--- src/include/ssq_pkg.sv ---
package ssq_pkg;

  // Startup step lengths, in edges of the clock that each step counts.
  localparam int REF_CNT_CYC = 32'h0001_0000;
  localparam int FB_CNT_CYC = 32'h0001_0000;
  localparam int CAL_CNT_CYC = 32'h0002_0000;
  // Feedback counter setting under which the feedback step is defined.
  localparam int FB_COUNT_SETTING = 32'h0000_0020;

  // Lock indication delay after the outputs turn on, in reference edges.
  localparam int LOCK_MIN_CYC = 32'h0000_0800;
  localparam int LOCK_MAX_CYC = 32'h0000_0A00;
  localparam int LOCK_CYC = 32'h0000_0901;

  // System clock cycles without a primary edge before it counts as lost.
  localparam int LOS_TIMEOUT_CYC = 32'h0000_0040;

  localparam int CNT_W = 32'h0000_0012;
  localparam int LOCK_W = 32'h0000_000C;
  localparam int LOS_W = 32'h0000_0010;
  localparam int PIN_W = 32'h0000_0008;

  typedef enum logic [2:0] {SQ_HOLD, SQ_REF, SQ_FB, SQ_CAL, SQ_RUN} ssq_seq_t;
  typedef enum logic [1:0] {MX_RUN, MX_PARK, MX_WAIT} ssq_mux_st_t;

  // Raw device pins, all outside the system clock domain.
  typedef struct packed {
    logic amp_ok;
    logic feedback_divided_clock;
    logic secondary_reference_input;
    logic primary_reference_input;
    logic ref_select_pin;
    logic interface_mode_pin;
    logic power_down_pin_b;
    logic active_low_reset_pin;
  } ssq_pins_t;

  // Reference selection configuration, held by the register bank.
  typedef struct packed {
    logic mux_manual_mode_bit;
    logic mux_pin_control_bit;
    logic pin_mode_auto;
  } ssq_mux_cfg_t;

endpackage : ssq_pkg

--- src/hdl/ssq_sync.sv ---
`timescale 1ns/10ps
module ssq_sync #(
  parameter int W = 1
) (
  input wire logic clk,
  input wire logic rst_b,
  input wire logic [W-1:0] d,
  output logic [W-1:0] q
);

  logic [W-1:0] meta_r;
  logic [W-1:0] q_r;

  // Only the second stage is visible outside this module.
  always_ff @(posedge clk or negedge rst_b) begin
    if (!rst_b) begin
      meta_r <= '0;
      q_r <= '0;
    end else begin
      meta_r <= d;
      q_r <= meta_r;
    end
  end

  assign q = q_r;

endmodule : ssq_sync

--- src/hdl/ssq_refmux.sv ---
`timescale 1ns/10ps
module ssq_refmux
  import ssq_pkg::*;
(
  input wire logic clk,
  input wire logic rst_b,
  input wire logic pri_lvl,
  input wire logic sec_lvl,
  input wire logic want_sec,
  output logic sel_sec,
  output logic ref_out
);

  ssq_mux_st_t st_r, st_nxt;
  logic sel_r, sel_nxt;
  logic ref_out_r, ref_out_nxt;
  logic cur_lvl;
  logic new_lvl;
  logic new_prev_r;

  // A switch first lets the old source finish its high phase, then waits for
  // the new source to fall, so neither a high nor a low phase is cut short.
  always_comb begin
    st_nxt = st_r;
    sel_nxt = sel_r;
    cur_lvl = sel_r ? sec_lvl : pri_lvl;
    new_lvl = sel_r ? pri_lvl : sec_lvl;
    ref_out_nxt = 1'b0;
    unique case (st_r)
      MX_RUN: begin
        ref_out_nxt = cur_lvl;
        if (want_sec != sel_r) begin
          st_nxt = MX_PARK;
        end
      end
      MX_PARK: begin
        ref_out_nxt = cur_lvl;
        if (!cur_lvl) begin
          st_nxt = MX_WAIT;
        end
      end
      MX_WAIT: begin
        if (want_sec == sel_r) begin
          if (!cur_lvl) begin
            st_nxt = MX_RUN;
          end
        end else if (!new_lvl && new_prev_r) begin
          sel_nxt = want_sec;
          st_nxt = MX_RUN;
        end
      end
    endcase
  end

  always_ff @(posedge clk or negedge rst_b) begin
    if (!rst_b) begin
      st_r <= MX_RUN;
      sel_r <= 1'b0;
      ref_out_r <= 1'b0;
      new_prev_r <= 1'b0;
    end else begin
      st_r <= st_nxt;
      sel_r <= sel_nxt;
      ref_out_r <= ref_out_nxt;
      new_prev_r <= new_lvl;
    end
  end

  assign sel_sec = sel_r;
  assign ref_out = ref_out_r;

  wait_quiet_a:
    assert property (@(posedge clk) disable iff (!rst_b) (st_r == MX_WAIT) |=> !ref_out_r)
    else $error("Mux output moved while waiting for the new source.");

  switch_low_a:
    assert property (@(posedge clk) disable iff (!rst_b)
      $changed(sel_r) |-> !ref_out_r && !$past(ref_out_r))
    else $error("Mux source changed while its output was high.");

endmodule : ssq_refmux

--- src/hdl/ssq_top.sv ---
`timescale 1ns/10ps
// Notes on behaviour
// - After reset release, count 64k reference edges before any later step.
// - Then count 64k feedback clock edges, counter setting 32, before calibration.
// - Calibration follows and lasts exactly 128k reference edges.
// - Outputs stay off through counting and calibration, on right after it.
// - Lock on a routed status output rises 2048 to 2560 edges after outputs on.
// - Reference mux switches automatically or manually, by pin or register bits.
// - Reference switching never produces a glitch at the mux output.
// - Register mode, manual bit clear: automatic, primary preferred, select inputs ignored.
// - Register mode, manual set, pin control clear: primary, whatever the pin.
// - Manual and pin control set: select pin low primary, high secondary.
// - Pin mode: pin low primary-or-auto, high secondary-or-auto, per configuration.
// - After a switch the output phase moves gradually, never steps; the mux only passes whole pulses, the loop's slew is not modelled here.
// - Held in reset, all clock outputs stay disabled.
// - With a crystal, stay in reset until amplitude is sufficient.
// - Reset bit high then low reruns startup and keeps current settings.
module ssq_top
  import ssq_pkg::*;
#(
  parameter int REF_CYC = REF_CNT_CYC,
  parameter int FB_CYC = FB_CNT_CYC,
  parameter int CAL_CYC = CAL_CNT_CYC,
  parameter int LOS_CYC = LOS_TIMEOUT_CYC
) (
  input wire logic clk,
  input wire logic rst_b,
  input wire ssq_pins_t pins,
  input wire ssq_mux_cfg_t mux_cfg,
  input wire logic reset_bit,
  input wire logic xtal_used,
  input wire logic status_output_zero_lock_sel,
  input wire logic status_output_one_lock_sel,
  output logic clk_out_enable,
  output logic vco_calibrating,
  output logic pll_lock,
  output logic status_output_zero,
  output logic status_output_one,
  output logic ref_select_sec,
  output logic pfd_ref,
  output logic defaults_load
);

  function automatic logic step_done(input logic [CNT_W-1:0] cnt, input int n);
    return cnt == CNT_W'(n - 1);
  endfunction : step_done

  function automatic logic pick_sec(
    input logic mode_pin,
    input ssq_mux_cfg_t cfg,
    input logic sel_pin,
    input logic pri_alive
  );
    logic r;
    r = !pri_alive;
    if (mode_pin) begin
      r = cfg.pin_mode_auto ? !pri_alive : sel_pin;
    end else if (!cfg.mux_manual_mode_bit) begin
      r = !pri_alive;
    end else if (!cfg.mux_pin_control_bit) begin
      r = 1'b0;
    end else begin
      r = sel_pin;
    end
    return r;
  endfunction : pick_sec

  ssq_pins_t pins_s;
  logic hold;
  logic pin_ok;
  logic want_sec;
  logic ref_lvl;
  logic ref_rise;
  logic fb_rise;
  logic pri_rise;

  ssq_seq_t seq_r, seq_nxt;
  logic [CNT_W-1:0] cnt_r, cnt_nxt;
  logic [LOCK_W-1:0] lock_cnt_r, lock_cnt_nxt;
  logic lock_r, lock_nxt;

  logic [LOS_W-1:0] los_cnt_r, los_cnt_nxt;
  logic pri_alive_r, pri_alive_nxt;
  logic ref_prev_r, fb_prev_r, pri_prev_r;
  logic pin_ok_prev_r;

  logic oe_r, oe_nxt;
  logic cal_r, cal_nxt;
  logic stat0_r, stat0_nxt;
  logic stat1_r, stat1_nxt;
  logic dflt_r, dflt_nxt;

  // Every pin, reference clocks included, is sampled before use; the
  // references are therefore limited to well under half the system clock.
  ssq_sync #(
    .W(PIN_W)
  ) u_sync (
    .clk(clk),
    .rst_b(rst_b),
    .d(pins),
    .q(pins_s)
  );

  // mode pin, register bits and select pin.
  assign want_sec = pick_sec(pins_s.interface_mode_pin, mux_cfg, pins_s.ref_select_pin,
                             pri_alive_r);

  // no output phase step.
  // The mux only hands whole pulses to the loop; the gradual phase slew
  // itself is the loop's job and is not modelled here.
  ssq_refmux u_mux (
    .clk(clk),
    .rst_b(rst_b),
    .pri_lvl(pins_s.primary_reference_input),
    .sec_lvl(pins_s.secondary_reference_input),
    .want_sec(want_sec),
    .sel_sec(ref_select_sec),
    .ref_out(ref_lvl)
  );

  assign pin_ok = pins_s.active_low_reset_pin & pins_s.power_down_pin_b;
  assign hold = !pin_ok | reset_bit | (xtal_used & !pins_s.amp_ok);
  assign ref_rise = ref_lvl & !ref_prev_r;
  assign fb_rise = pins_s.feedback_divided_clock & !fb_prev_r;
  assign pri_rise = pins_s.primary_reference_input & !pri_prev_r;

  always_comb begin
    seq_nxt = seq_r;
    cnt_nxt = cnt_r;
    lock_cnt_nxt = lock_cnt_r;
    lock_nxt = lock_r;
    if (hold) begin
      seq_nxt = SQ_HOLD;
      cnt_nxt = '0;
      lock_cnt_nxt = '0;
      lock_nxt = 1'b0;
    end else begin
      unique case (seq_r)
        SQ_HOLD: begin
          seq_nxt = SQ_REF;
          cnt_nxt = '0;
        end
        SQ_REF: begin
          if (ref_rise) begin
            if (step_done(cnt_r, REF_CYC)) begin
              seq_nxt = SQ_FB;
              cnt_nxt = '0;
            end else begin
              cnt_nxt = cnt_r + 1'b1;
            end
          end
        end
        SQ_FB: begin
          if (fb_rise) begin
            if (step_done(cnt_r, FB_CYC)) begin
              seq_nxt = SQ_CAL;
              cnt_nxt = '0;
            end else begin
              cnt_nxt = cnt_r + 1'b1;
            end
          end
        end
        SQ_CAL: begin
          if (ref_rise) begin
            if (step_done(cnt_r, CAL_CYC)) begin
              seq_nxt = SQ_RUN;
              cnt_nxt = '0;
            end else begin
              cnt_nxt = cnt_r + 1'b1;
            end
          end
        end
        SQ_RUN: begin
          if (ref_rise && !lock_r) begin
            if (lock_cnt_r == LOCK_W'(LOCK_CYC - 1)) begin
              lock_nxt = 1'b1;
            end else begin
              lock_cnt_nxt = lock_cnt_r + 1'b1;
            end
          end
        end
      endcase
    end
  end

  always_ff @(posedge clk or negedge rst_b) begin
    if (!rst_b) begin
      seq_r <= SQ_HOLD;
      cnt_r <= '0;
      lock_cnt_r <= '0;
      lock_r <= 1'b0;
    end else begin
      seq_r <= seq_nxt;
      cnt_r <= cnt_nxt;
      lock_cnt_r <= lock_cnt_nxt;
      lock_r <= lock_nxt;
    end
  end

  // A lost primary is judged on the system clock, so the automatic mode
  // assumes the divided primary runs well above the timeout rate.
  always_comb begin
    los_cnt_nxt = los_cnt_r;
    if (pri_rise) begin
      los_cnt_nxt = '0;
    end else if (los_cnt_r != LOS_W'(LOS_CYC)) begin
      los_cnt_nxt = los_cnt_r + 1'b1;
    end
    pri_alive_nxt = los_cnt_nxt != LOS_W'(LOS_CYC);
  end

  always_ff @(posedge clk or negedge rst_b) begin
    if (!rst_b) begin
      los_cnt_r <= '0;
      pri_alive_r <= 1'b1;
      ref_prev_r <= 1'b0;
      fb_prev_r <= 1'b0;
      pri_prev_r <= 1'b0;
    end else begin
      los_cnt_r <= los_cnt_nxt;
      pri_alive_r <= pri_alive_nxt;
      ref_prev_r <= ref_lvl;
      fb_prev_r <= pins_s.feedback_divided_clock;
      pri_prev_r <= pins_s.primary_reference_input;
    end
  end

  always_comb begin
    oe_nxt = seq_nxt == SQ_RUN;
    cal_nxt = seq_nxt == SQ_CAL;
    stat0_nxt = status_output_zero_lock_sel & lock_nxt;
    stat1_nxt = status_output_one_lock_sel & lock_nxt;
    dflt_nxt = pin_ok & !pin_ok_prev_r;
  end

  always_ff @(posedge clk or negedge rst_b) begin
    if (!rst_b) begin
      oe_r <= 1'b0;
      cal_r <= 1'b0;
      stat0_r <= 1'b0;
      stat1_r <= 1'b0;
      dflt_r <= 1'b0;
      pin_ok_prev_r <= 1'b0;
    end else begin
      oe_r <= oe_nxt;
      cal_r <= cal_nxt;
      stat0_r <= stat0_nxt;
      stat1_r <= stat1_nxt;
      dflt_r <= dflt_nxt;
      pin_ok_prev_r <= pin_ok;
    end
  end

  assign clk_out_enable = oe_r;
  assign vco_calibrating = cal_r;
  assign pll_lock = lock_r;
  assign status_output_zero = stat0_r;
  assign status_output_one = stat1_r;
  assign pfd_ref = ref_lvl;
  assign defaults_load = dflt_r;

  // Helper counts for the checks below; nothing in the design reads them.
  int edges_h;
  int run_edges_h;
  always_ff @(posedge clk or negedge rst_b) begin
    if (!rst_b) begin
      edges_h <= 0;
      run_edges_h <= 0;
    end else begin
      if (seq_nxt != seq_r) begin
        edges_h <= 0;
      end else if ((seq_r == SQ_FB) ? fb_rise : ref_rise) begin
        edges_h <= edges_h + 1;
      end
      if (seq_r != SQ_RUN) begin
        run_edges_h <= 0;
      end else if (ref_rise) begin
        run_edges_h <= run_edges_h + 1;
      end
    end
  end

  ref_count_a:
    assert property (@(posedge clk) disable iff (!rst_b)
      (seq_r == SQ_FB && $past(seq_r) == SQ_REF) |-> $past(edges_h) == REF_CYC - 1)
    else $error("Reference step left after the wrong edge count.");

  fb_count_a:
    assert property (@(posedge clk) disable iff (!rst_b)
      (seq_r == SQ_CAL && $past(seq_r) == SQ_FB) |-> $past(edges_h) == FB_CYC - 1)
    else $error("Feedback step left after the wrong edge count.");

  cal_count_a:
    assert property (@(posedge clk) disable iff (!rst_b)
      (seq_r == SQ_RUN && $past(seq_r) == SQ_CAL) |-> $past(edges_h) == CAL_CYC - 1)
    else $error("Calibration did not last the exact edge count.");

  outputs_on_a:
    assert property (@(posedge clk) disable iff (!rst_b)
      (seq_r == SQ_CAL && seq_nxt == SQ_RUN) |=> clk_out_enable && !vco_calibrating)
    else $error("Outputs not enabled right after calibration.");

  outputs_off_a:
    assert property (@(posedge clk) disable iff (!rst_b)
      (seq_r != SQ_RUN) |-> !clk_out_enable && !pll_lock)
    else $error("Outputs or lock active outside the running state.");

  lock_window_a:
    assert property (@(posedge clk) disable iff (!rst_b)
      $rose(pll_lock) |-> run_edges_h >= LOCK_MIN_CYC && run_edges_h <= LOCK_MAX_CYC)
    else $error("Lock rose outside its delay window.");

  abort_seq_a:
    assert property (@(posedge clk) disable iff (!rst_b)
      hold |=> seq_r == SQ_HOLD ##1 !clk_out_enable && !status_output_zero)
    else $error("Sequence not abandoned on reset or power-down.");

  auto_pri_a:
    assert property (@(posedge clk) disable iff (!rst_b)
      (!pins_s.interface_mode_pin && !mux_cfg.mux_manual_mode_bit && pri_alive_r)
      |-> !want_sec)
    else $error("Automatic mode left a live primary.");

  forced_pri_a:
    assert property (@(posedge clk) disable iff (!rst_b)
      (!pins_s.interface_mode_pin && mux_cfg.mux_manual_mode_bit
       && !mux_cfg.mux_pin_control_bit) |-> !want_sec)
    else $error("Forced primary selection not honoured.");

endmodule : ssq_top

--- config.mk ---
export PLATFORM = sky130hd
export DESIGN_NAME = ssq_top
export DESIGN_NICKNAME = d
export VERILOG_FILES = /design/src/include/ssq_pkg.sv /design/src/hdl/ssq_sync.sv /design/src/hdl/ssq_refmux.sv /design/src/hdl/ssq_top.sv
export SDC_FILE = /design/constraint.sdc
export NUM_CORES = 1
export LEC_CHECK = 0
export ABC_AREA = 1
export BUFFER_PORTS_ARGS = -buffer_cell sky130_fd_sc_hd__buf_2
export CAP_MARGIN = 20
export CELL_PAD_IN_SITES_DETAIL_PLACEMENT = 1
export CELL_PAD_IN_SITES_GLOBAL_PLACEMENT = 2
export CORE_MARGIN = 2
export CORE_UTILIZATION = 33
export DETAILED_ROUTE_END_ITERATION = 8
export HOLD_SLACK_MARGIN = 0.02
export PLACE_DENSITY = 0.85
export SLEW_MARGIN = 10
export SYNTH_ARGS = -nofsm -noshare
export SYNTH_HDL_FRONTEND = slang
export SYNTH_SLANG_ARGS = --single-unit
--- constraint.sdc ---
create_clock -name clk -period 1.7 [get_ports clk]
set_clock_uncertainty 0.05 [all_clocks]
set_input_delay 0.085 -clock clk [delete_from_list [all_inputs] [get_ports clk]]
set_output_delay 0.085 -clock clk [all_outputs]
set_load 0.02 [all_outputs]
== Word-level counts from Yosys, hierarchy flattened ==
Index checks and enable logic that the tools add are counted.
Storage, ports and cells
  flip-flop bits (word level): 81
  latch bits: 0
  RAM bits: 0
  memory bits (read-only): 0
  output and inout bits: 8
  logic and storage cells: 117
  memories: 0
Operators by class
  add/sub/neg operators: 3
  multiply operators: 0
  div/mod/pow operators: 0
  $lt $le $gt $ge: 0
  equal/unequal tests: 23
  shifts and indexed selects: 0
  muxes and demuxes: 38
  bitwise operators: 11
  reduce and logical (&&, ||, !) cells: 21
Operator list (number)
  2-to-1 mux 18 bit: 6
  case mux 18 bit (4 select lines): 1
  2-to-1 mux 12 bit: 4
  2-to-1 mux 16 bit: 2
  != test 16 x 7 -> 1 bit, second input constant: 2
  2-to-1 mux 3 bit: 7
  adder 18 x 1 -> 18 bit, second input constant: 1
  == test 18 x 16 -> 1 bit, second input constant: 1
  == test 18 x 17 -> 1 bit, second input constant: 1
  adder 16 x 1 -> 16 bit, second input constant: 1
  adder 12 x 1 -> 12 bit, second input constant: 1
  == test 12 bit, second input constant: 1
  != test 3 bit, second input constant: 4
  case mux 3 bit (4 select lines): 1
  2-to-1 mux 1 bit: 11
  2-to-1 mux 2 bit: 5
  == test 3 x 2 -> 1 bit, second input constant: 3
  zero test 1 bit: 9
  bitwise AND 1 bit: 8
  AND reduction 4 bit: 2
  == test 3 bit, second input constant: 2
  case mux 2 bit (3 select lines): 1
  AND reduction 3 bit: 2
  nonzero test 5 bit: 1
  15 further kinds: 19

== Longest topological paths before layout ==
Gate-level depths: netlist (run 1).
  word-level depth: 7
  mapped depth: 12
  mapped depth without buffers: 12

== Hierarchy ==
From an unflattened synthesis (run 1), not the netlist that was laid out.
Unflattened totals
  cell total of the unflattened synthesis: 555
  area total of the unflattened synthesis: 4345.4 um2
By module, submodules not included
  ssq_top: times used 1, cells an instance 492, area each 3582.2 um2, sequential area each 1502.7 um2
  ssq_sync: times used 1, cells an instance 16, area each 400.4 um2, sequential area each 400.4 um2
  ssq_refmux: times used 1, cells an instance 47, area each 362.8 um2, sequential area each 125.1 um2

== Least setup slack after synthesis (run 1) ==
Ideal clock, no wire load.
  kind: reg-to-reg
  start point: register cnt_r[0]
  end point: register cnt_r[5]
  arrival: 1.418 ns
  path slack: 0.111 ns
  stages on the path, launching flop included: 13
  path buffers: 0
  clock period less this slack: 1.589 ns
  cells stage by stage: dfrtp_1 > ha_1 > nand2_1 > nor2_4 > nand3_4 > nor2_4 > nand2_2 > nand2_2 > nand2_2 > nand3_2 > nand2_2 > inv_4 > nor2_1
On the way
  word-level cells in the longest chain between the ends: 5
RTL lines
  from (decl): line ssq_top.sv:78  | logic [CNT_W-1:0] cnt_r, cnt_nxt;
  from (signal assigned): line ssq_top.sv:194  | cnt_r <= cnt_nxt;
  adder 18 x 1 -> 18 bit (tied with other cells): line ssq_top.sv:149, ssq_top.sv:159, ssq_top.sv:169
  2-to-1 mux 18 bit, on equally long branches: line ssq_top.sv:165, ssq_top.sv:145, ssq_top.sv:155
  2-to-1 mux 18 bit, on equally long branches: line ssq_top.sv:164, ssq_top.sv:144, ssq_top.sv:154
  case mux 18 bit (4 select lines) *: line ssq_top.sv:138  | unique case (seq_r)
  2-to-1 mux 18 bit *: line ssq_top.sv:132  | if (hold) begin
Mark *: on every way between the ends. The rest lies on a longest branch, timed or not. The select of a mux whose other input is x is not followed.
A chain may end at the register's enable or synchronous reset.

== Worst setup path in the final report (run 1) ==
Same ends and word-level chain as after synthesis.

==> results of run 1 <==
==> final timing paths <==
path | from | endpoint | slack [ps] | depth (start not counted)
setup / recovery | cnt_r[0] | cnt_r[5] | -70 | 12
hold / removal | rst_b | lock_cnt_r[6] | 140 | 2
setup reg to reg | cnt_r[0] | cnt_r[5] | -70 | 12
hold reg to reg | u_sync.meta_r[5] | u_sync.q[5] | 300 | 0
max in group asynchronous | rst_b | u_sync.meta_r[1] | 900 | 3
min in group clk | reset_bit | lock_cnt_r[3] | 160 | 5
==> where the power goes <==
part	leakage (nW)	switching, mW	internal, mW
registers	1.06	0.130	2.06
clock network	0.168	0.860	1.45
logic	1.62	0.559	0.376
==> kinds of logic (layout without fill, tap and decap cells) <==
logic type,after synthesis,after routing,synth area share (%)
AND/OR/NAND/NOR,328,328,34.13
buffers and inverters,102,199,9.073
flip-flops,81,81,46.10
AO/OA/AOI/OAI,46,46,5.916
XOR/XNOR,10,10,1.991
adder cells (fa/ha/maj),9,9,2.560
multiplexers,1,1,0.2275
==> final cells by class <==
type                       instances  area (um^2)  share of cell area (%)
tap                              176        220.2                   3.742
timing repair inverter             1        7.507                  0.1276
timing repair buffer              85        651.9                   11.08
inverter                          97        369.1                   6.273
sequential                        81         2036                   34.59
clock inverter                     7        126.4                   2.148
multi-input combinational        394         2248                   38.21
clock buffer                       9        225.2                   3.827
==> layer usage <==
metal / up-vias / GRT usage, %
li1: 2016 / -
met1: 2008 / 23.19
met2: 48 / 32.32
met3: 20 / 3.161
met4: 0 / 5.588
met5: - / 0
==> repair_timing <==
item                                    4_1_cts  5_1_grt
pin swaps                                     6       24
cloned                                        1        0
endpoints found under the hold margin        91        0
buffers inserted                              5       11
gates resized for setup                      17       81
endpoints found under the setup margin       16       36
hold buffers                                 11        0
==> sequential cells by signal (all words and copies together), names as in the netlist <==
| name | count |
|---|---|
| seq_r | 3 |
| clk_out_enable | 1 |
| status_output_zero | 1 |
| pin_ok_prev_r | 1 |
| u_sync.q | 8 |
| u_mux.ref_out | 1 |
| pri_alive_r | 1 |
| pri_prev_r | 1 |
| u_mux.sel_sec | 1 |
| ref_prev_r | 1 |
| los_cnt_r | 16 |
| cnt_r | 18 |
| pll_lock | 1 |
| u_mux.st_r | 2 |
| u_sync.meta_r | 8 |
| fb_prev_r | 1 |
| status_output_one | 1 |
| lock_cnt_r | 12 |
| vco_calibrating | 1 |
| u_mux.new_prev_r | 1 |
| defaults_load | 1 |
==> cell usage in the layout, fill, tap and decap left out, types with 10 or more instances in the layout <==
master         synthesis  layout
nand3_1               55      44
nor2_2                 5      14
buf_4                  1      44
inv_2                  4      12
nand3_2                3      13
dlygate4sd3_1          0      11
nand2_2                6      18
xor2_1                10      10
o21ai_0               27      22
inv_1                 92      83
dfrtp_1               80      74
nor2_1                69      54
nand2_1              140     123
buf_2                  2      23
nand4_1               19      19
==> metrics by stage <==
step	TNS (ps)	worst slack (ps)
finish	-616.1	-69.88
global route	-2735	-206.8
CTS	-295.9	-40.44
detailed placement	-1129	-109.9
global placement	0	7.809
floorplan	0	110.9
==> results.py, run 1 <==
metrics = {
    "clock_network": {
        "cts_buffers": 9,
        "htree_levels": 3,
        "cts_tree": "yes",
        "clk_pin_slew_ps": 70,
        "clkLatencyLatePin_ps": 340,
        "root_buffer": "clkbuf_16",
        "clk_path_buf_depth": 2,
        "cts_sinks": 81,
    },
    "grt": {
        "grt_max_degree": 43,
        "gr-total-overflow": 0,
        "grt_use_total_pct": 18.44,
        "grt_pass1_wl_mm": 20.98,
        "grt_pass1_vias": 4409,
        "antenna_found_initial": 0,
    },
    "worst_setup_path": {
        "worst_ep_arrival_time_ps": 1960,
        "cp_top_family": "simple AND/OR/NAND/NOR gates",
        "slowest_stage": "dfrtp_1",
        "path_cells": "ha_2 -> nand2_2 -> nor2_4 -> nand3_4 -> nor2_4 -> nand2_2 -> nand2_2 -> nand2_4 -> nand3_4 -> nand2_4 -> clkinvlp_4 -> nor2_1",
        "max_stage_delay_ps": 350,
        "crit_path_end_kind": "flip-flop",
        "cp.required_ps": 1890,
        "crit_fanout": 4,
        "critPathKind": "reg -> reg",
        "cp_common_cell": "nand2_2",
        "cp_num_buf_inv": 1,
        "cp-start-kind": "flip-flop",
    },
    "finish": {
        "fin_util_pct": 44.79,
        "drive_gt1_share_pct": 28.64,
        "fill_cells": 1605,
        "fin_area_um2": 5884,
        "antenna_cells": 0,
        "fin_nets": 695,
        "layoutNonFillerInstCount": 850,
        "syn_to_final_growth_pct": 33.76,
    },
    "route": {
        "dr_wl_met2_mm": 6.415,
        "met3_length_um": 244,
        "remaining_drc_errors": 0,
        "routed_wirelength_mm": 12.65,
        "drt-met1-wl_mm": 5.774,
        "wl_per_cell_um": 14.89,
        "top_layer_used": "met4",
        "viasPerCell": 4.814,
        "dr_total_vias": 4092,
        "postRouteAntennaNets": 0,
        "drt_first_pass_iters": 4,
        "first_iter_violations": 144,
    },
    "die": {
        "die_area_um2": 14270,
        "rows": 42,
        "boundaryPins": 25,
        "fp.dieW_um": 119.5,
        "initial_core_util_pct": 33.49,
        "fp.dieH_um": 119.5,
        "placeableCoreArea_um2": 13140,
    },
    "place": {
        "place_inst": 806,
        "dpl_cell_area_um2": 4990,
        "gp_congestion": 0.8306,
        "port_buffers": 24,
        "dp_hpwl_mm": 8.996,
    },
    "timing": {
        "slew_viol_final": 0,
        "max_slew_margin_pct": 76.25,
        "finalCriticalPeriod_ps": 1770,
        "holdWs_ps": 137.8,
        "worstMarginPinSlew_ps": 353.0,
        "worst_slack_ps": -69.88,
        "rsz0062_at_grt": "yes",
        "fin_crit_sh_pct": 104.1,
        "final-hold-violation-count": 0,
        "max_freq_mhz": 565.0,
        "setup_viol": 15,
    },
    "run_status": {
        "failed_checks": "setup timing",
        "status": "complete, but fails checks",
    },
    "run": {
        "maxCapViolCount": 0,
    },
    "synth": {
        "syn_area_um2": 4399,
        "synth_area_leaders": "dfrtp_1, nand2_1, inv_1",
        "synthArstFlopShare_pct": 100.0,
        "ys_seq_elements": 81,
        "yosys_warnings": 0,
        "ys_seq_area_share_pct": 46.10,
        "netlist.area_leader.share_pct": 45.51,
        "synth_top_cell_by_area": "dfrtp_1",
        "synth.avg_cell_area_um2": 7.624,
        "synth_cells": 577,
        "synth_cell_types": 38,
        "synth-edff-count": 0,
        "yosys-top-cells-count": "nand2_1, inv_1, dfrtp_1",
        "ys.flop_type": "dfrtp_1",
        "synth_most_common_cell": "nand2_1",
        "synth.net_count": 603,
    },
    "power": {
        "ir_worst_vdd_mv": 0.6337,
        "finalPower_mw": 5.435,
        "p_leak_nw": 2.850,
        "p_per_area_nw_per_um2": 923.7,
    },
    "min_path": {
        "hp-class": "in -> async",
    },
}
Power figures use the tool's default switching activity.
==> run 2, diff against run 1 <==
==> constraint.sdc (replaced) <==
create_clock -name clk -period 1.7 [get_ports clk]
set_clock_uncertainty 0.05 [all_clocks]
set_input_delay 0.34 -clock clk [delete_from_list [all_inputs] [get_ports clk]]
set_output_delay 0.34 -clock clk [all_outputs]
set_load 0.02 [all_outputs]
==> results.py, run 2 (same netlist as run 1, synthesis figures left out) <==
metrics = {
    "die": {
        "rows": 42,
        "placeableCoreArea_um2": 13140,
        "boundaryPins": 25,
        "fp.dieW_um": 119.5,
        "fp.dieH_um": 119.5,
        "initial_core_util_pct": 33.49,
        "die_area_um2": 14270,
    },
    "place": {
        "dpl_cell_area_um2": 5012,
        "gp_congestion": 0.8291,
        "port_buffers": 24,
        "dp_hpwl_mm": 8.770,
    },
    "worst_setup_path": {
        "worst_ep_arrival_time_ps": 1980,
        "reg2reg_slack_ps": -50,
        "r2r-start": "cnt_r[1]",
        "regToRegEndpoint": "clk_out_enable",
        "cp.required_ps": 1930,
        "crit_end": "clk_out_enable",
        "crit_path_end_kind": "flip-flop",
        "crit_fanout": 5,
        "path_cells": "ha_4 -> nand2_4 -> nor2_4 -> nand3_4 -> nor2_4 -> buf_6 -> nand4_1 -> nand2_1 -> inv_2 -> nor2_2 -> nand2_1 -> nor2_2",
        "max_stage_delay_ps": 400,
        "slowest_stage": "dfrtp_1",
        "critPathLaunch": "cnt_r[1]",
        "cp-start-kind": "flip-flop",
        "r2r_cells": 12,
        "critPathKind": "reg -> reg",
    },
    "timing": {
        "fin_crit_sh_pct": 102.7,
        "max_freq_mhz": 572.7,
        "rsz0062_at_grt": "yes",
        "setup_viol": 11,
        "worstMarginPinSlew_ps": 415.1,
        "final-hold-violation-count": 0,
        "max_slew_margin_pct": 72.32,
        "slew_viol_final": 0,
        "worst_slack_ps": -46.15,
        "finalCriticalPeriod_ps": 1746,
    },
    "power": {
        "ir_worst_vdd_mv": 0.5633,
        "p_leak_nw": 2.815,
        "p_per_area_nw_per_um2": 903.0,
    },
    "run": {
        "maxCapViolCount": 0,
    },
    "run_status": {
        "status": "complete, but fails checks",
        "failed_checks": "setup timing",
    },
    "route": {
        "postRouteAntennaNets": 0,
        "wl_per_cell_um": 14.82,
        "routed_wirelength_mm": 12.49,
        "dr_total_vias": 4071,
        "drt_first_pass_iters": 4,
        "remaining_drc_errors": 0,
        "first_iter_violations": 168,
        "viasPerCell": 4.829,
    },
    "finish": {
        "largest_reg_flops": 18,
        "syn_to_final_growth_pct": 30.63,
        "fill_cells": 1599,
        "layout_common_cells": "nand2_1, inv_1, dfrtp_1",
        "fin_nets": 688,
        "fin_util_pct": 43.74,
        "regArea_um2": 2031,
        "largestRegisters": "cnt_r (18), los_cnt_r (16), lock_cnt_r (12)",
        "fin_area_um2": 5747,
        "largest-register": "cnt_r",
        "antenna_cells": 0,
        "final_common_cell": "nand2_1",
        "drive_gt1_share_pct": 28.19,
        "multi_input_area_um2": 2212,
    },
    "clock_network": {
        "cts_sinks": 81,
        "htree_levels": 3,
        "cts_tree": "yes",
        "clkLatencyLatePin_ps": 350,
        "clk_path_buf_depth": 2,
        "clk_pin_slew_ps": 70,
        "root_buffer": "clkbuf_16",
        "cts_buffers": 9,
    },
    "grt": {
        "grt_max_degree": 29,
        "grt_use_total_pct": 17.89,
        "gr-total-overflow": 0,
        "grt_pass1_vias": 4321,
        "grt_pass1_wl_mm": 20.22,
        "antenna_found_initial": 0,
    },
    "min_path": {
        "hp-class": "in -> reg",
        "min-delay-start": "pins[5]",
    },
}
## run 2: routing by layer
metal	global-route usage [%]	vias to the layer above	share of wire [%]
li1	-	1998	-
met1	22.21	2007	45
met2	30.96	52	51
met3	3.257	14	2.5
met4	6.618	0	1.5
met5	0	-	0
## run 2: layout make-up
type / instances / area share (%)
clock buffer: 10 / 4.158
clock inverter: 6 / 1.568
inverter: 97 / 6.466
multi-input combinational: 394 / 38.49
sequential: 81 / 35.34
tap: 176 / 3.832
timing repair buffer: 78 / 9.993
timing repair inverter: 1 / 0.1524
## run 2: repair_timing
item | CTS | global route
endpoints found under the hold margin | 24 | 0
hold buffers | 1 | 0
pin swaps | 8 | 23
gates resized for setup | 14 | 76
buffers inserted | 5 | 11
setup endpoints to repair | 17 | 38
cloned | 0 | 1
## run 2: power by group
| part | leakage [nW] | switching, mW | total, mW | internal, mW |
|---|---|---|---|---|
| logic | 1.59 | 0.515 | 0.830 | 0.315 |
| clock network | 0.159 | 0.864 | 2.20 | 1.33 |
| registers | 1.07 | 0.109 | 2.16 | 2.05 |
| total | 2.81 | 1.49 | 5.19 | 3.70 |
## run 2: per-stage QoR
stage | setup TNS, ps | total power, mW | cells | setup WS (ps) | hold WS, ps
after CTS | -260.1 | 5.213 | 831 | -38.16 | 33.29
final | -293.1 | 5.189 | 843 | -46.15 | 44.78
after detailed placement | -1834 | 2.998 | 809 | -172.3 | 249.2
after global routing | -2226 | 5.464 | 843 | -151.9 | 30.35
after global placement | -16.59 | 2.950 | 809 | -6.131 | 250.9
after floorplan | 0 | 2.657 | 577 | 110.9 | -5.591
## run 2: worst min-delay path by stage
stage               slack [ps]  depth (start not counted)               end
floorplan                   -6                          0    clk_out_enable
global placement           250                          1       u_sync.q[7]
detailed placement         250                          1       u_sync.q[7]
CTS                         30                          1  u_sync.meta_r[3]
global route                30                          1  u_sync.meta_r[3]
finish                      40                          1  u_sync.meta_r[5]
## run 2: critical path: cells and delay by family, from the launching register on
| family | cells | cell delay [ps] |
|---|---|---|
| simple gates | 9 | 900 |
| flops | 1 | 400 |
| buf+inv | 2 | 170 |
| fa+ha+maj | 1 | 160 |
==> run 3, diff against run 2 <==
- CORE_ASPECT_RATIO: not set -> 2
==> results.py, run 3 (same netlist as run 1, synthesis figures left out) <==
metrics = {
    "run_status": {
        "status": "complete, but fails checks",
        "failed_checks": "setup timing",
    },
    "finish": {
        "fin_util_pct": 45.10,
        "layout_common_cells": "nand2_1, inv_1, dfrtp_1",
        "antenna_cells": 0,
        "largestRegisters": "cnt_r (18), los_cnt_r (16), lock_cnt_r (12)",
        "largest-register": "cnt_r",
        "fin_nets": 703,
        "drive_gt1_share_pct": 29.81,
        "syn_to_final_growth_pct": 33.19,
        "fill_cells": 1590,
        "largest_reg_flops": 18,
        "fin_area_um2": 5859,
        "final_common_cell": "nand2_1",
    },
    "route": {
        "wl_per_cell_um": 16.06,
        "postRouteAntennaNets": 0,
        "first_iter_violations": 147,
        "dr_total_vias": 4192,
        "viasPerCell": 5.032,
        "remaining_drc_errors": 0,
        "drt_first_pass_iters": 4,
        "routed_wirelength_mm": 13.37,
    },
    "min_path": {
        "min_to": "u_sync.meta_r[0]",
        "hp-class": "in -> reg",
        "whs_path_depth": 1,
        "min-delay-start": "pins[0]",
    },
    "place": {
        "gp_congestion": 0.8817,
        "dp_hpwl_mm": 9.822,
        "port_buffers": 24,
        "dpl_cell_area_um2": 5072,
    },
    "timing": {
        "slew_viol_final": 0,
        "worstMarginPinSlew_ps": 432.9,
        "holdWs_ps": 52.76,
        "worst_slack_ps": -116.0,
        "max_slew_margin_pct": 70.83,
        "fin_crit_sh_pct": 106.8,
        "final-hold-violation-count": 0,
        "rsz0062_at_grt": "yes",
        "setup_viol": 21,
        "finalCriticalPeriod_ps": 1816,
        "max_freq_mhz": 550.7,
    },
    "power": {
        "p_int_mw": 3.510,
        "power.share.switching_pct": 29.11,
        "ir_worst_vdd_mv": 0.5794,
        "finalPower_mw": 4.952,
        "p_per_area_nw_per_um2": 845.1,
        "switchingPower_mw": 1.442,
        "pwr-share-comb_pct": 18.0,
        "p_leak_nw": 2.862,
        "clkPwrFrac_pct": 37.8,
        "seqPwrFrac_pct": 44.1,
    },
    "die": {
        "rows": 59,
        "boundaryPins": 25,
        "fp.dieH_um": 167.3,
        "fp.dieW_um": 85.64,
        "die_area_um2": 14330,
        "placeableCoreArea_um2": 12990,
        "initial_core_util_pct": 33.86,
    },
    "clock_network": {
        "clk_pin_slew_ps": 60,
        "cts_tree": "yes",
        "clk_path_buf_depth": 2,
        "htree_levels": 3,
        "root_buffer": "clkbuf_16",
        "cts_sinks": 81,
        "cts_buffers": 9,
        "clkLatencyLatePin_ps": 340,
    },
    "worst_setup_path": {
        "reg2reg_slack_ps": -120,
        "critPathKind": "reg -> reg",
        "crit_fanout": 4,
        "regToRegEndpoint": "cnt_r[7]",
        "worst_ep_arrival_time_ps": 2000,
        "r2r_cells": 12,
        "crit_path_end_kind": "flip-flop",
        "r2r-start": "cnt_r[0]",
        "cp-start-kind": "flip-flop",
        "cp.required_ps": 1880,
    },
    "grt": {
        "grt_max_degree": 29,
        "grt_pass1_wl_mm": 21.66,
        "gr-total-overflow": 0,
        "met1_usage_pct": 18.22,
        "antenna_found_initial": 0,
        "grtUsageMet2_pct": 38.18,
        "grt-busiest-layer": "met2",
        "grt_use_total_pct": 19.23,
        "met3_usage_pct": 2.711,
        "grt_pass1_vias": 4518,
    },
    "run": {
        "maxCapViolCount": 0,
    },
}
[run 3: layout make-up]
| type | count | area, um^2 | area share [%] |
|---|---|---|---|
| Sequential cell | 81 | 2033 | 34.70 |
| Timing Repair Buffer | 93 | 720.7 | 12.30 |
| Multi-Input combinational cell | 394 | 2251 | 38.42 |
| Clock inverter | 2 | 12.51 | 0.2135 |
| Clock buffer | 13 | 270.3 | 4.612 |
| Tap cell | 152 | 190.2 | 3.246 |
| Inverter | 97 | 374.1 | 6.385 |
| Timing Repair inverter | 1 | 7.507 | 0.1281 |
[run 3: layer usage]
metal	share of wire, %	wire (um)	vias up
li1	-	-	2029
met1	35	4680	2076
met2	59	7936	57
met3	1.8	246	30
met4	3.8	511	0
met5	0	0	-
[run 3: repair_timing]
item,in CTS,in global routing
cloned,1,1
endpoints found under the setup margin,22,34
hold buffers,1,0
buffers inserted,11,12
resized for setup,37,57
pin swaps,13,24
hold endpoints to repair,24,0
[run 3: worst max-delay path by stage]
stage                  from          end  slack, ps  cells past startpoint
4_1_cts            cnt_r[1]     cnt_r[7]        -50                     12
6_report           cnt_r[0]     cnt_r[7]       -120                     12
3_3_place_gp   los_cnt_r[1]  pri_alive_r       -140                     10
3_5_place_dp   los_cnt_r[1]  pri_alive_r       -170                     10
5_1_grt            seq_r[2]     cnt_r[8]       -210                     11
2_1_floorplan      cnt_r[0]     cnt_r[5]        110                     12
[run 3: power groups by stage]
stage / clock, mW / sequential [mW] / combinational (mW)
2_1_floorplan: 0 / 2.20 / 0.452
3_3_place_gp: 0 / 2.19 / 0.724
3_5_place_dp: 0 / 2.20 / 0.781
4_1_cts: 1.91 / 2.17 / 0.810
5_1_grt: 2.00 / 2.21 / 1.01
6_report: 1.87 / 2.19 / 0.893
[run 3: critical path: stages, from the launching register on]
cell and delay, ps:
dfrtp_1 430, ha_4 190, nand2_4 60, nor2_4 120
nand3_4 100, nor2_4 160, nand2_2 90, nand2_2 110
nand2_4 60, nand3_4 90, nand2_4 80, clkinvlp_4 110
nor2_1 50
[run 3: through the flow]
step / setup TNS [ps] / setup WS (ps) / std cells
after floorplan: 0 / 110.9 / 577
after global placement: -1017 / -138.7 / 792
after detailed placement: -1730 / -171.0 / 792
after CTS: -357.6 / -46.42 / 820
after global routing: -3880 / -209.1 / 833
final: -1551 / -116.0 / 833
